[config.mk]
export PLATFORM = sky130hd
export DESIGN_NAME = ipc_top
export DESIGN_NICKNAME = d
export VERILOG_FILES = /design/src/inc/ipc_pkg.sv /design/src/rtl/ipc_sync.sv /design/src/rtl/ipc_reset_filter.sv /design/src/rtl/ipc_top.sv
export SDC_FILE = /design/constraint.sdc
export NUM_CORES = 1
export LEC_CHECK = 0
export BUFFER_PORTS_ARGS = -buffer_cell sky130_fd_sc_hd__buf_4
export CAP_MARGIN = 20
export CORE_ASPECT_RATIO = 1.4
export CORE_UTILIZATION = 40
export CTS_CLUSTER_SIZE = 8
export DETAILED_ROUTE_END_ITERATION = 8
export PLACE_DENSITY = 0.67
export SYNTH_ARGS = -nofsm -noshare
export SYNTH_HDL_FRONTEND = slang
export SYNTH_SLANG_ARGS = --single-unit
[constraint.sdc]
create_clock -name pclk -period 3.8 [get_ports pclk]
set_input_delay 0 -clock pclk [delete_from_list [all_inputs] [get_ports pclk]]
set_output_delay 0 -clock pclk [all_outputs]
set_load 0.05 [all_outputs]
[src/inc/ipc_pkg.sv]
// idle and power-down controller package: register map, field positions, timing
// assumes a single pclk domain at 20 MHz
package ipc_pkg;

  // register byte addresses (apb, one aligned word each)
  localparam logic [7:0] IPC_PWR_CTRL_ADDR   = 8'h00;
  localparam logic [7:0] IPC_IRQ_CTRL_ADDR   = 8'h04;
  localparam logic [7:0] IPC_STATUS_ADDR     = 8'h08;

  // power control register fields
  localparam int IPC_IDLE_POS    = 0;
  localparam int IPC_PD_POS      = 1;
  localparam int IPC_GF0_POS     = 2;
  localparam int IPC_GF1_POS     = 3;
  localparam int IPC_POF_POS     = 4;
  localparam int IPC_SMOD0_POS   = 6;
  localparam int IPC_SMOD1_POS   = 7;
  localparam logic [7:0] IPC_PWR_CTRL_RESET = 8'h10;
  localparam logic [7:0] IPC_PWR_CTRL_WMASK = 8'hdf;

  // irq control register fields: enables, edge modes, priorities
  localparam int IPC_EN0_POS     = 0;
  localparam int IPC_EN1_POS     = 1;
  localparam int IPC_EDGE0_POS   = 2;
  localparam int IPC_EDGE1_POS   = 3;
  localparam int IPC_PRI0_POS    = 4;
  localparam int IPC_PRI1_POS    = 5;
  localparam logic [7:0] IPC_IRQ_CTRL_RESET = 8'h00;

  // timing
  localparam int IPC_CLK_MHZ          = 20;
  localparam int IPC_OSC_PER_MCYCLE   = 12;
  localparam int IPC_RST_MCYCLES      = 2;
  localparam int IPC_RST_OSC_PERIODS  = IPC_RST_MCYCLES * IPC_OSC_PER_MCYCLE;
  localparam int IPC_OSC_SETTLE_US    = 10;
  localparam int IPC_OSC_SETTLE_CYC   = IPC_OSC_SETTLE_US * IPC_CLK_MHZ;

  typedef enum logic [1:0]
  {
    IPC_RUN   = 2'b00,
    IPC_IDLE  = 2'b01,
    IPC_PDOWN = 2'b11,
    IPC_WAKE  = 2'b10
  } ipc_state_e;

  // core-facing clock enables and strobes
  typedef struct packed
  {
    logic       cpu_clk_en;
    logic       osc_en;
    logic       periph_clk_en;
    logic       ale;
    logic       prog_strobe;
  } ipc_ctl_s;

endpackage

[src/rtl/ipc_sync.sv]
// three-stage pin synchroniser with agreement filter
// assumes pin is asynchronous to pclk
module ipc_sync
#(
  parameter int W = 2
)
(
  // clock and reset
  input  wire logic         pclk,
  input  wire logic         presetn,
  input  wire logic         ce,
  // pin side
  input  wire logic [W-1:0] pin,
  // synchronised side
  output logic      [W-1:0] level,
  input  wire logic [W-1:0] reset_level
);

  logic [W-1:0] s1_q;
  logic [W-1:0] s2_q;
  logic [W-1:0] s3_q;
  logic [W-1:0] lvl_q;

  always_ff @(posedge pclk or negedge presetn)
  begin
    if (!presetn)
    begin
      s1_q  <= '1;
      s2_q  <= '1;
      s3_q  <= '1;
      lvl_q <= '1;
    end
    else if (ce)
    begin
      s1_q <= pin;
      s2_q <= s1_q;
      s3_q <= s2_q;
      // change counts only when stages two and three agree
      for (int i = 0; i < W; i++)
      begin
        if (s2_q[i] == s3_q[i])
        begin
          lvl_q[i] <= s3_q[i];
        end
      end
    end
  end

  assign level = lvl_q ^ (reset_level & ~reset_level);

endmodule

[src/rtl/ipc_reset_filter.sv]
// reset-pin qualifier: reset counts once held for the minimum oscillator periods
// assumes pin is asynchronous and oscillator runs while counting
module ipc_reset_filter
#(
  parameter int HOLD = 24
)
(
  // clock and reset
  input  wire logic pclk,
  input  wire logic presetn,
  input  wire logic ce,
  // synchronised reset pin, high active
  input  wire logic rst_level,
  // qualified reset pulse
  output logic      rst_fire
);

  localparam int CW = $clog2(HOLD + 1);

  logic [CW-1:0] cnt_q;
  logic          fire_q;

  always_ff @(posedge pclk or negedge presetn)
  begin
    if (!presetn)
    begin
      cnt_q  <= '0;
      fire_q <= 1'b0;
    end
    else if (ce)
    begin
      fire_q <= 1'b0;
      if (!rst_level)
      begin
        cnt_q <= '0;
      end
      else if (cnt_q != CW'(HOLD))
      begin
        cnt_q <= cnt_q + CW'(1);
        fire_q <= (cnt_q == CW'(HOLD - 1));
      end
    end
  end

  assign rst_fire = fire_q;

endmodule

[src/rtl/ipc_top.sv]
// idle and power-down controller with apb register access
// assumes core raises instr_done at the end of each instruction and
// vec_ack when it vectors to an interrupt; pins are asynchronous
//
// Notes on behaviour
// - instruction setting idle bit completes as the last before idle
// - idle gates cpu clock; interrupt, timers, serial keep clocking
// - cpu state held during idle since cpu clock is stopped
// - port pins frozen at their level on idle entry
// - address latch strobe and program store strobe held high during idle
// - enabled interrupt clears idle bit, leaves idle, core resumes after
// - reset ends idle after two machine cycles held on the reset pin
// - power-down stops oscillator; requesting instruction is last executed
// - ram and special function registers kept during power-down
// - only reset or enabled external irq zero or one leaves power-down
// - low wake pin restarts oscillator; its return high completes exit
// - both enabled: either low restarts; first release exits; higher priority
// - reset exit reinitialises registers; irq exit leaves them unchanged
// - ram intact on either exit
// - both bits set exits as power-down; vectoring clears both bits
// - after irq return execution continues after the power-down request
// - bit one requests power-down, bit zero idle; reset clears power-down
// - power control resets to bit four set only
//
// The address map and the APB register port were decided locally.
module ipc_top
  import ipc_pkg::*;
#(
  parameter int SETTLE_CYC = ipc_pkg::IPC_OSC_SETTLE_CYC,
  parameter int NPORT      = 32
)
(
  // apb
  input  wire logic                 pclk,
  input  wire logic                 presetn,
  input  wire logic                 pclk_en,
  input  wire logic                 psel,
  input  wire logic                 penable,
  input  wire logic                 pwrite,
  input  wire logic [7:0]           paddr,
  input  wire logic [31:0]          pwdata,
  output logic                      pready,
  output logic [31:0]               prdata,
  output logic                      pslverr,
  // core
  input  wire logic                 instr_done,
  input  wire logic                 vec_ack,
  input  wire logic                 irq_pending,
  // pins
  input  wire logic                 rst_pin,
  input  wire logic                 external_irq_zero,
  input  wire logic                 external_irq_one,
  input  wire logic [NPORT-1:0]     port_in,
  output logic [NPORT-1:0]          port_out,
  // clock and strobe control, core reset, wake pulse and source
  output ipc_pkg::ipc_ctl_s         ctl,
  output logic                      core_reset,
  output logic                      wake_irq,
  output logic [1:0]                wake_src
);
  import ipc_pkg::*;

  localparam int SW = $clog2(SETTLE_CYC + 1);

  ipc_state_e     st_q;
  logic [7:0]     power_control_reg_q;
  logic [7:0]     irqc_q;
  ipc_ctl_s       ctl_q;
  logic [NPORT-1:0] port_q;
  logic [31:0]    prdata_q;
  logic           pready_q;
  logic           pslverr_q;
  logic           core_rst_q;
  logic           wake_irq_q;
  logic [1:0]     wake_src_q;
  logic [SW-1:0]  settle_q;
  logic [1:0]     prev_pin_q;
  logic [1:0]     armed_q;
  logic [1:0]     pin_lvl;
  logic [1:0]     pin_raw;
  logic           rst_lvl;
  logic           rst_lvl_n;
  logic           rst_fire;
  logic           wr_acc;
  logic           rd_acc;
  logic [1:0]     wake_en;
  logic [1:0]     low_now;
  logic [1:0]     released;

  function automatic logic hit(input logic [7:0] a, input logic [7:0] b);
    hit = (a == b);
  endfunction

  assign pin_raw = {external_irq_one, external_irq_zero};
  assign wr_acc  = psel && penable && pwrite && pready_q;
  assign rd_acc  = psel && penable && !pwrite;

  ////////////////////////////////////////////////////////////////////////////
  ipc_sync
  #(
    .W (3)
  )
  u_sync
  (
    .pclk        (pclk),
    .presetn     (presetn),
    .ce          (pclk_en),
    .pin         ({~rst_pin, pin_raw}),
    .level       ({rst_lvl_n, pin_lvl}),
    .reset_level (3'h7)
  );

  assign rst_lvl = ~rst_lvl_n;

  ipc_reset_filter
  #(
    .HOLD (ipc_pkg::IPC_RST_OSC_PERIODS)
  )
  u_rst
  (
    .pclk      (pclk),
    .presetn   (presetn),
    .ce        (pclk_en),
    .rst_level (rst_lvl),
    .rst_fire  (rst_fire)
  );

  ////////////////////////////////////////////////////////////////////////////
  // wake qualified by enable
  assign wake_en  = {irqc_q[IPC_EN1_POS], irqc_q[IPC_EN0_POS]};
  assign low_now  = ~pin_lvl & wake_en;
  assign released = armed_q & pin_lvl & wake_en;

  always_ff @(posedge pclk or negedge presetn)
  begin
    if (!presetn)
    begin
      prev_pin_q <= 2'h3;
    end
    else if (pclk_en)
    begin
      prev_pin_q <= pin_lvl;
    end
  end

  ////////////////////////////////////////////////////////////////////////////
  // mode sequencer; the wait on settle covers a fast release, the far side
  // need not hold the pin until the oscillator is steady
  always_ff @(posedge pclk or negedge presetn)
  begin
    if (!presetn)
    begin
      st_q       <= IPC_RUN;
      settle_q   <= '0;
      armed_q    <= 2'h0;
      wake_irq_q <= 1'b0;
      wake_src_q <= 2'h0;
    end
    else if (pclk_en)
    begin
      wake_irq_q <= 1'b0;
      if (rst_fire)
      begin
        st_q    <= IPC_RUN;
        armed_q <= 2'h0;
      end
      else
      begin
        unique case (st_q)
          IPC_RUN:
          begin
            if (instr_done && power_control_reg_q[IPC_PD_POS])
            begin
              st_q <= IPC_PDOWN;
            end
            else if (instr_done && power_control_reg_q[IPC_IDLE_POS])
            begin
              st_q <= IPC_IDLE;
            end
          end
          IPC_IDLE:
          begin
            if (irq_pending)
            begin
              st_q <= IPC_RUN;
            end
          end
          IPC_PDOWN:
          begin
            if (low_now != 2'h0)
            begin
              st_q     <= IPC_WAKE;
              settle_q <= '0;
              armed_q  <= low_now;
            end
          end
          IPC_WAKE:
          begin
            armed_q <= armed_q | low_now;
            if (settle_q != SW'(SETTLE_CYC))
            begin
              settle_q <= settle_q + SW'(1);
            end
            // first release completes, higher priority chosen
            else if (released != 2'h0)
            begin
              st_q       <= IPC_RUN;
              wake_irq_q <= 1'b1;
              armed_q    <= 2'h0;
              // back to run; a pin seen low on both keeps its priority
              wake_src_q <= (armed_q != 2'h3) ? armed_q :
                            (irqc_q[IPC_PRI1_POS] && !irqc_q[IPC_PRI0_POS]) ? 2'h2 : 2'h1;
            end
          end
        endcase
      end
    end
  end

  ////////////////////////////////////////////////////////////////////////////
  // clock and strobe control from state
  always_ff @(posedge pclk or negedge presetn)
  begin
    if (!presetn)
    begin
      ctl_q <= '{cpu_clk_en: 1'b1, osc_en: 1'b1, periph_clk_en: 1'b1,
                 ale: 1'b0, prog_strobe: 1'b0};
    end
    else if (pclk_en)
    begin
      ctl_q.cpu_clk_en    <= (st_q == IPC_RUN);
      ctl_q.osc_en        <= (st_q != IPC_PDOWN);
      ctl_q.periph_clk_en <= (st_q == IPC_RUN) || (st_q == IPC_IDLE);
      ctl_q.ale           <= (st_q != IPC_RUN);
      ctl_q.prog_strobe   <= (st_q != IPC_RUN);
    end
  end

  always_ff @(posedge pclk or negedge presetn)
  begin
    if (!presetn)
    begin
      port_q <= '1;
    end
    else if (pclk_en && st_q == IPC_RUN)
    begin
      port_q <= port_in;
    end
  end

  // qualified reset reinitialises registers through the core
  always_ff @(posedge pclk or negedge presetn)
  begin
    if (!presetn)
    begin
      core_rst_q <= 1'b1;
    end
    else if (pclk_en)
    begin
      core_rst_q <= rst_fire;
    end
  end

  ////////////////////////////////////////////////////////////////////////////
  // power control register; idle and power-down bits also cleared by reset and vectoring, idle bit alone by idle exit
  always_ff @(posedge pclk or negedge presetn)
  begin
    if (!presetn)
    begin
      power_control_reg_q <= IPC_PWR_CTRL_RESET;
    end
    else if (pclk_en)
    begin
      // reset or vectoring clears power-down and idle
      if (rst_fire || (vec_ack && st_q == IPC_RUN))
      begin
        power_control_reg_q[IPC_PD_POS]   <= 1'b0;
        power_control_reg_q[IPC_IDLE_POS] <= 1'b0;
      end
      // idle bit cleared on interrupt exit
      else if (st_q == IPC_IDLE && irq_pending)
      begin
        power_control_reg_q[IPC_IDLE_POS] <= 1'b0;
      end
      else if (wr_acc && hit(paddr, IPC_PWR_CTRL_ADDR))
      begin
        power_control_reg_q <= (pwdata[7:0] & IPC_PWR_CTRL_WMASK) | (power_control_reg_q & ~IPC_PWR_CTRL_WMASK);
      end
    end
  end

  always_ff @(posedge pclk or negedge presetn)
  begin
    if (!presetn)
    begin
      irqc_q <= IPC_IRQ_CTRL_RESET;
    end
    else if (pclk_en)
    begin
      if (rst_fire)
      begin
        irqc_q <= IPC_IRQ_CTRL_RESET;
      end
      else if (wr_acc && hit(paddr, IPC_IRQ_CTRL_ADDR))
      begin
        irqc_q <= pwdata[7:0];
      end
    end
  end

  ////////////////////////////////////////////////////////////////////////////
  // apb: one wait state, so pready rises in the second access cycle
  always_ff @(posedge pclk or negedge presetn)
  begin
    if (!presetn)
    begin
      pready_q  <= 1'b0;
      prdata_q  <= 32'h0;
      pslverr_q <= 1'b0;
    end
    else if (pclk_en)
    begin
      pready_q  <= psel && penable && !pready_q;
      pslverr_q <= psel && penable && !pready_q &&
                   !(hit(paddr, IPC_PWR_CTRL_ADDR) || hit(paddr, IPC_IRQ_CTRL_ADDR) ||
                     hit(paddr, IPC_STATUS_ADDR));
      if (rd_acc && !pready_q)
      begin
        if (hit(paddr, IPC_PWR_CTRL_ADDR))
        begin
          prdata_q <= {24'h0, power_control_reg_q & 8'hdf};
        end
        else if (hit(paddr, IPC_IRQ_CTRL_ADDR))
        begin
          prdata_q <= {24'h0, irqc_q};
        end
        else if (hit(paddr, IPC_STATUS_ADDR))
        begin
          prdata_q <= {24'h0, prev_pin_q, wake_src_q, armed_q, st_q};
        end
        else
        begin
          prdata_q <= 32'h0;
        end
      end
    end
  end

  assign pready     = pready_q;
  assign prdata     = prdata_q;
  assign pslverr    = pslverr_q;
  assign ctl        = ctl_q;
  assign port_out   = port_q;
  assign core_reset = core_rst_q;
  assign wake_irq   = wake_irq_q;
  assign wake_src   = wake_src_q;

endmodule

* Word level (Yosys, flattened, before mapping)
Cells that the tools add are included.
** Word-level totals
- Word-level logic and storage cells :: 143
- Register bits after elaboration :: 122
- Input bits :: 84
- Output and inout port bits :: 75
** Operators by class
- $add $sub $neg :: 2
- Bitwise logic cells :: 11
- Mux-type cells :: 35
- Eq/ne operators :: 21
- Reduce and logical (&&, ||, !) cells :: 47
** Operator list (count)
- 2-to-1 mux 8 bit :: 7
- 2-to-1 mux 2 bit :: 15
- case mux 8 bit (2 select lines) :: 1
- logical AND 1 bit :: 15
- AND reduction 2 bit :: 7
- nonzero test 2 bit :: 7
- inequality test 3 x 2 -> 1 bit (second input constant) :: 4
- 2-to-1 mux 5 bit :: 2
- inequality test 2 bit (second input constant) :: 5
- AND reduction 5 bit :: 2
- adder 8 x 1 -> 8 bit (second input constant) :: 1
- equality test 8 x 3 -> 1 bit (second input constant) :: 1
- equality test 8 x 4 -> 1 bit (second input constant) :: 1
- logical NOT 8 bit :: 1
- 2-to-1 mux 1 bit :: 8
- inequality test 8 bit (second input constant) :: 1
- OR 8 x 6 -> 8 bit :: 1
- case mux 2 bit (4 select lines) :: 1
- AND 2 bit :: 3
- AND reduction 3 bit :: 2
- AND reduction 6 bit :: 1
- nonzero test 3 bit :: 2
- adder 5 x 1 -> 5 bit (second input constant) :: 1
- equality test 5 bit (second input constant) :: 1
- 13 further kinds :: 26

* Logic depth before layout (Yosys ltp)
- Depth in word-level cells :: 7
- Depth in mapped cells :: 7
- Depth with buffers taken out :: 6

* By module
From an unflattened synthesis, not the netlist that was laid out.
** Unflattened totals
- Cell total of the unflattened synthesis :: 398
- Area, all modules :: 4639.4 um2
** Modules (own cells, without submodules)
- ipc_top :: instances 1, area an instance 3796.1 um2, cells each 332
- ipc_sync :: instances 1, area an instance 499.2 um2, cells each 31
- ipc_reset_filter :: instances 1, area an instance 344.1 um2, cells each 35

* Least setup slack after synthesis
Ideal clock, no wire load.
- Kind :: reg-to-reg
- Start :: register pready_q, in the netlist pready
- End :: register power_control_reg_q[2]
- Stages on the path, launching flop included :: 5
- Slack :: 1940 ps
- Setup time :: 125 ps
- Arrival :: 1735 ps
- Path through :: dfrtp_1 > and3b_1 > nand4_1 > nor3_2 > mux2_2
** Between the ends
- Cells in the longest elaborated chain, start to end :: 3
** Ends and longest elaborated chain
- from (decl) :: RTL line ipc_top.sv:71 : logic pready_q;
- from (signal assigned) :: RTL line ipc_top.sv:323 : pready_q <= psel && penable && !pready_q;
- logical AND 1 bit :: RTL line ipc_top.sv:95 : assign wr_acc = psel && penable && pwrite && pready_q;
- logical AND 1 bit :: RTL line ipc_top.sv:285 : else if (wr_acc && hit(paddr, IPC_PWR_CTRL_ADDR))
- AND reduction 4 bit (no line)
- to (signal assigned) :: RTL line ipc_top.sv:287 : power_control_reg_q <= (pwdata[7:0] & IPC_PWR_CTRL_WMASK) | (power_control_reg_q & ~IPC_PWR_CTRL_WMASK);
- to (decl) :: RTL line ipc_top.sv:66 : logic [7:0] power_control_reg_q;
Every way passes these cells.
A chain may end at the register's enable or synchronous reset.

* Final worst setup path
- Start :: register st_q[0]
- End :: register port_q[11], in the netlist port_out[11]
** Between the ends
- Cells in the longest elaborated chain, start to end :: 2
** Ends and longest elaborated chain
- from (decl) :: RTL line ipc_top.sv:65 : ipc_state_e st_q;
- from (signal assigned) :: RTL line ipc_top.sv:153 : st_q <= IPC_RUN;
- from (signal assigned) :: RTL line ipc_top.sv:164 : st_q <= IPC_RUN;
- from (signal assigned) :: RTL line ipc_top.sv:174 : st_q <= IPC_PDOWN;
- logical NOT 2 bit :: RTL line ipc_top.sv:245 : else if (pclk_en && st_q == IPC_RUN)
- logical AND 1 bit :: RTL line ipc_top.sv:245
- to (signal assigned) :: RTL line ipc_top.sv:247 : port_q <= port_in;
- to (decl) :: RTL line ipc_top.sv:69 : logic [NPORT-1:0] port_q;
Every way passes these cells.

==> results by group <==
Timing
  – RSZ-0062 raised after global routing: no
  – Fmax: 483.1 MHz
  – Skew final: 0.003631 ns
  – Final TNS setup: 0 ns
  – Min cycle time layout: 2.070 ns
  – Max_slew headroom: 0.4458
  – Fin crit share: 0.5447
  – Slew Limit Fails: 0
  – Hold Fails Final Rpt: 0
  – Hold WS: 0.03008 ns
  – Worst-margin pin slew: 0.8244 ns
  – Final setup vio count: 0
  – Setup WS post-layout: 1.730 ns

Drt
  – Detailed-route via count: 3471
  – DRC: 0
  – Final wirelength: 10.08 mm
  – Initial drt markers: 199
  – WL per Instance: 14.38 µm
  – TritonRoute pass-1 iters: 4
  – Post-route ant nets: 0
  – Vias per inst: 4.951

Critical path
  – CP max-delay cell: nor3_4
  – Worst Path Buf+Inv: 1
  – Crit-path cells: nor3_4, buf_4, mux2_2
  – Worst path top cell family by delay: simple AND/OR/NAND/NOR gates
  – Worst setup EP type: flop
  – Worst path arrival time: 2.33 ns
  – Worst EP required: 4.06 ns
  – Critical R2R Launch: st_q[0]
  – Crit Path Class: reg2reg
  – Worst path max stage delay: 0.60 ns
  – Critical Path Fanout Max: 25
  – Setup crit start: st_q[0]
  – Worst setup SP type: flop

Status
  – Status: complete, no violations

Logic synthesis
  – Seq/Total Area, Yosys: 0.5338
  – Synth Register Bits: 97
  – Leading register cell type out of synthesis: dfstp_2
  – Synth top area share: 0.2871
  – Synth top cells by count: 51 x dfstp_2, 48 x mux2_2, 46 x dfrtp_1
  – Dominant cells by area after synthesis: dfstp_2 29%, dfrtp_1 25%, mux2_2 12%, buf_4 4.0%, a21oi_1 2.4%
  – Area leader, netlist: dfstp_2
  – Yosys warns: 0
  – Share of flip-flops with an asynchronous set or reset: 1.000
  – Post-synth EDFFs: 0
  – Syn_area_per_cell: 11.50 µm²
  – Most numerous cell in the Yosys netlist: dfstp_2
  – Syn Inst Count: 406
  – Netlist Area Pre-Place: 4667 µm²
  – Yosys cell types: 56

Placed design
  – Buffers on Ports: 110
  – Placer Congestion: 0.7726
  – Post-DP HPWL: 6.955 mm
  – Area post-placement: 5483 µm²
  – Dpl ws: 1.742 ns

Global routing
  – GRT Total Usage: 0.1745
  – Initial antenna violation count: 0
  – Gr ovfl total: 0
  – First-pass GRT wire length: 16.30 mm
  – Largest net degree at the start of global routing: 62
  – Vias in the first global route: 3447

Floorplanning
  – Die Y: 129.8 µm
  – Num rows: 46
  – Core Area: 11340 µm²
  – Ports: 159
  – Die width: 93.29 µm
  – Initial Utilization: 0.4116
  – Die ar.: 12110 µm²

Finish
  – Synth-to-Final Area Change: 33.49%
  – Fin util: 0.5494
  – Antenna Cells: 0
  – Cell area after layout: 6230 µm²
  – Final nets: 640
  – Fraction of layout cells with a size suffix above 1: 0.4345

Power
  – Int Power: 2.510 mW
  – Sw Ratio: 0.3798
  – PwrDens: 649.6 nW/µm²
  – Leak: 2.770 nW
  – Sequential power share: 0.405
  – Worst VDD drop: 0.4912 mV
  – Logic pwr share: 0.372
  – Sw Pwr: 1.537 mW
  – Clk pwr share: 0.223

Clock tree
  – CTS tree: done
  – CTS Buf Count: 9
  – Clock slew at reported path FFs: 0.06 ns
  – H-tree depth: 3
  – Max Buffers Root-to-Sink: 2
  – Skew-Pair Late Insertion Delay: 0.34 ns
  – Clock tree sinks: 97
  – Buffer type at the clock tree root: clkbuf_16
  – Cts repair resizes: 0

Hold path
  – Min-delay src: irq_pending
  – HP Class: in2reg

Run
  – Max Cap Viol: 0
==> cells in the final DEF, fill, tap and decap left out, types with 3 or more instances in the layout <==
master	synthesis	final
nand2b_1	6	6
a21oi_1	22	22
o21ai_2	8	8
clkbuf_16	0	9
conb_1	1	24
dfstp_2	51	51
dlygate4sd3_1	0	44
and4_1	3	3
mux2i_1	9	9
buf_4	25	112
dfrtp_1	46	46
or3_1	4	4
ha_1	4	4
mux2_2	48	48
nand3_1	12	12
a31oi_1	3	3
nor3_1	5	5
nand2_1	26	26
nor2b_1	3	3
nor2_1	21	21
o21ai_0	22	22
inv_1	16	16
nand4_1	5	5
a22o_1	10	10
==> repair_timing <==
| item | CTS | global route |
|---|---|---|
| buffers inserted | 0 | 0 |
| endpoints found under the hold margin | 69 | 0 |
| hold buffers | 44 | 0 |
==> layout make-up <==
type                       count  area (µm²)
inverter                      17       66.31
multi-input combinational    271        1904
fill                         947        5109
timing repair buffer         156        1281
sequential                    97        2491
tap                          144       180.2
clock inverter                 6       67.56
clock buffer                  10       239.0
==> registers in the layout (all words and copies together) (netlist names), 2 cells and up <==
register             flops
prev_pin_q               2
prdata                   8
u_sync.lvl_q             3
irqc_q                   8
power_control_reg_q      7
u_sync.s2_q              3
u_sync.s1_q              3
u_sync.s3_q              3
st_q                     2
u_rst.cnt_q              5
armed_q                  2
port_out                32
wake_src                 2
settle_q                 8
ctl                      4
==> stage by stage <==
stage               power [mW]  instances
global placement         3.084        641
detailed placement       3.126        641
floorplan                2.714        429
global route             4.254        701
finish                   4.047        701
CTS                      4.080        701
==> per-layer routing <==
metal  wire (µm)  global-route usage  vias to the layer above  part of all wire
met3         566             0.03846                       16             0.056
met5           0                   0                        -                 0
met4         210             0.06878                        0             0.021
met2        5082              0.3049                      136              0.50
li1            -                   -                     1688                 -
met1        4218              0.2088                     1631              0.42
==> kinds of logic after synthesis <==
group	share of synthesized area
other cells	0.0008035
buf+inv	0.07802
compound gates	0.1206
simple gates	0.1172
fa+ha+maj	0.01072
mux	0.1351
xor+xnor	0.003754
flops	0.5338
==> power groups by stage <==
stage                     Sequential, mW  Clock [mW]  Combinational [mW]
final                               1.64       0.903                1.51
after global routing                1.68       0.979                1.60
after CTS                           1.64       0.933                1.51
after detailed placement            1.65           0                1.47
after global placement              1.64           0                1.44
after floorplan                     2.28           0               0.435
==> worst min-delay path, stage by stage <==
cell and delay, ns:
buf_4 0.09, nand2_1 0.08, nand3_1 0.09, mux2i_1 0.06
==> final timing paths <==
| path | end | slack (ns) | cells past startpoint |
|---|---|---|---|
| setup / recovery | port_out[11] | 1.73 | 3 |
| hold / removal | st_q[0] | 0.03 | 4 |
| setup reg to reg | port_out[11] | 1.73 | 3 |
| hold reg to reg | prdata[4] | 0.48 | 2 |
| max in group asynchronous | u_sync.lvl_q[0] | 2.57 | 3 |
| min in group asynchronous | settle_q[0] | 0.28 | 2 |
Power figures use the tool's default switching activity.
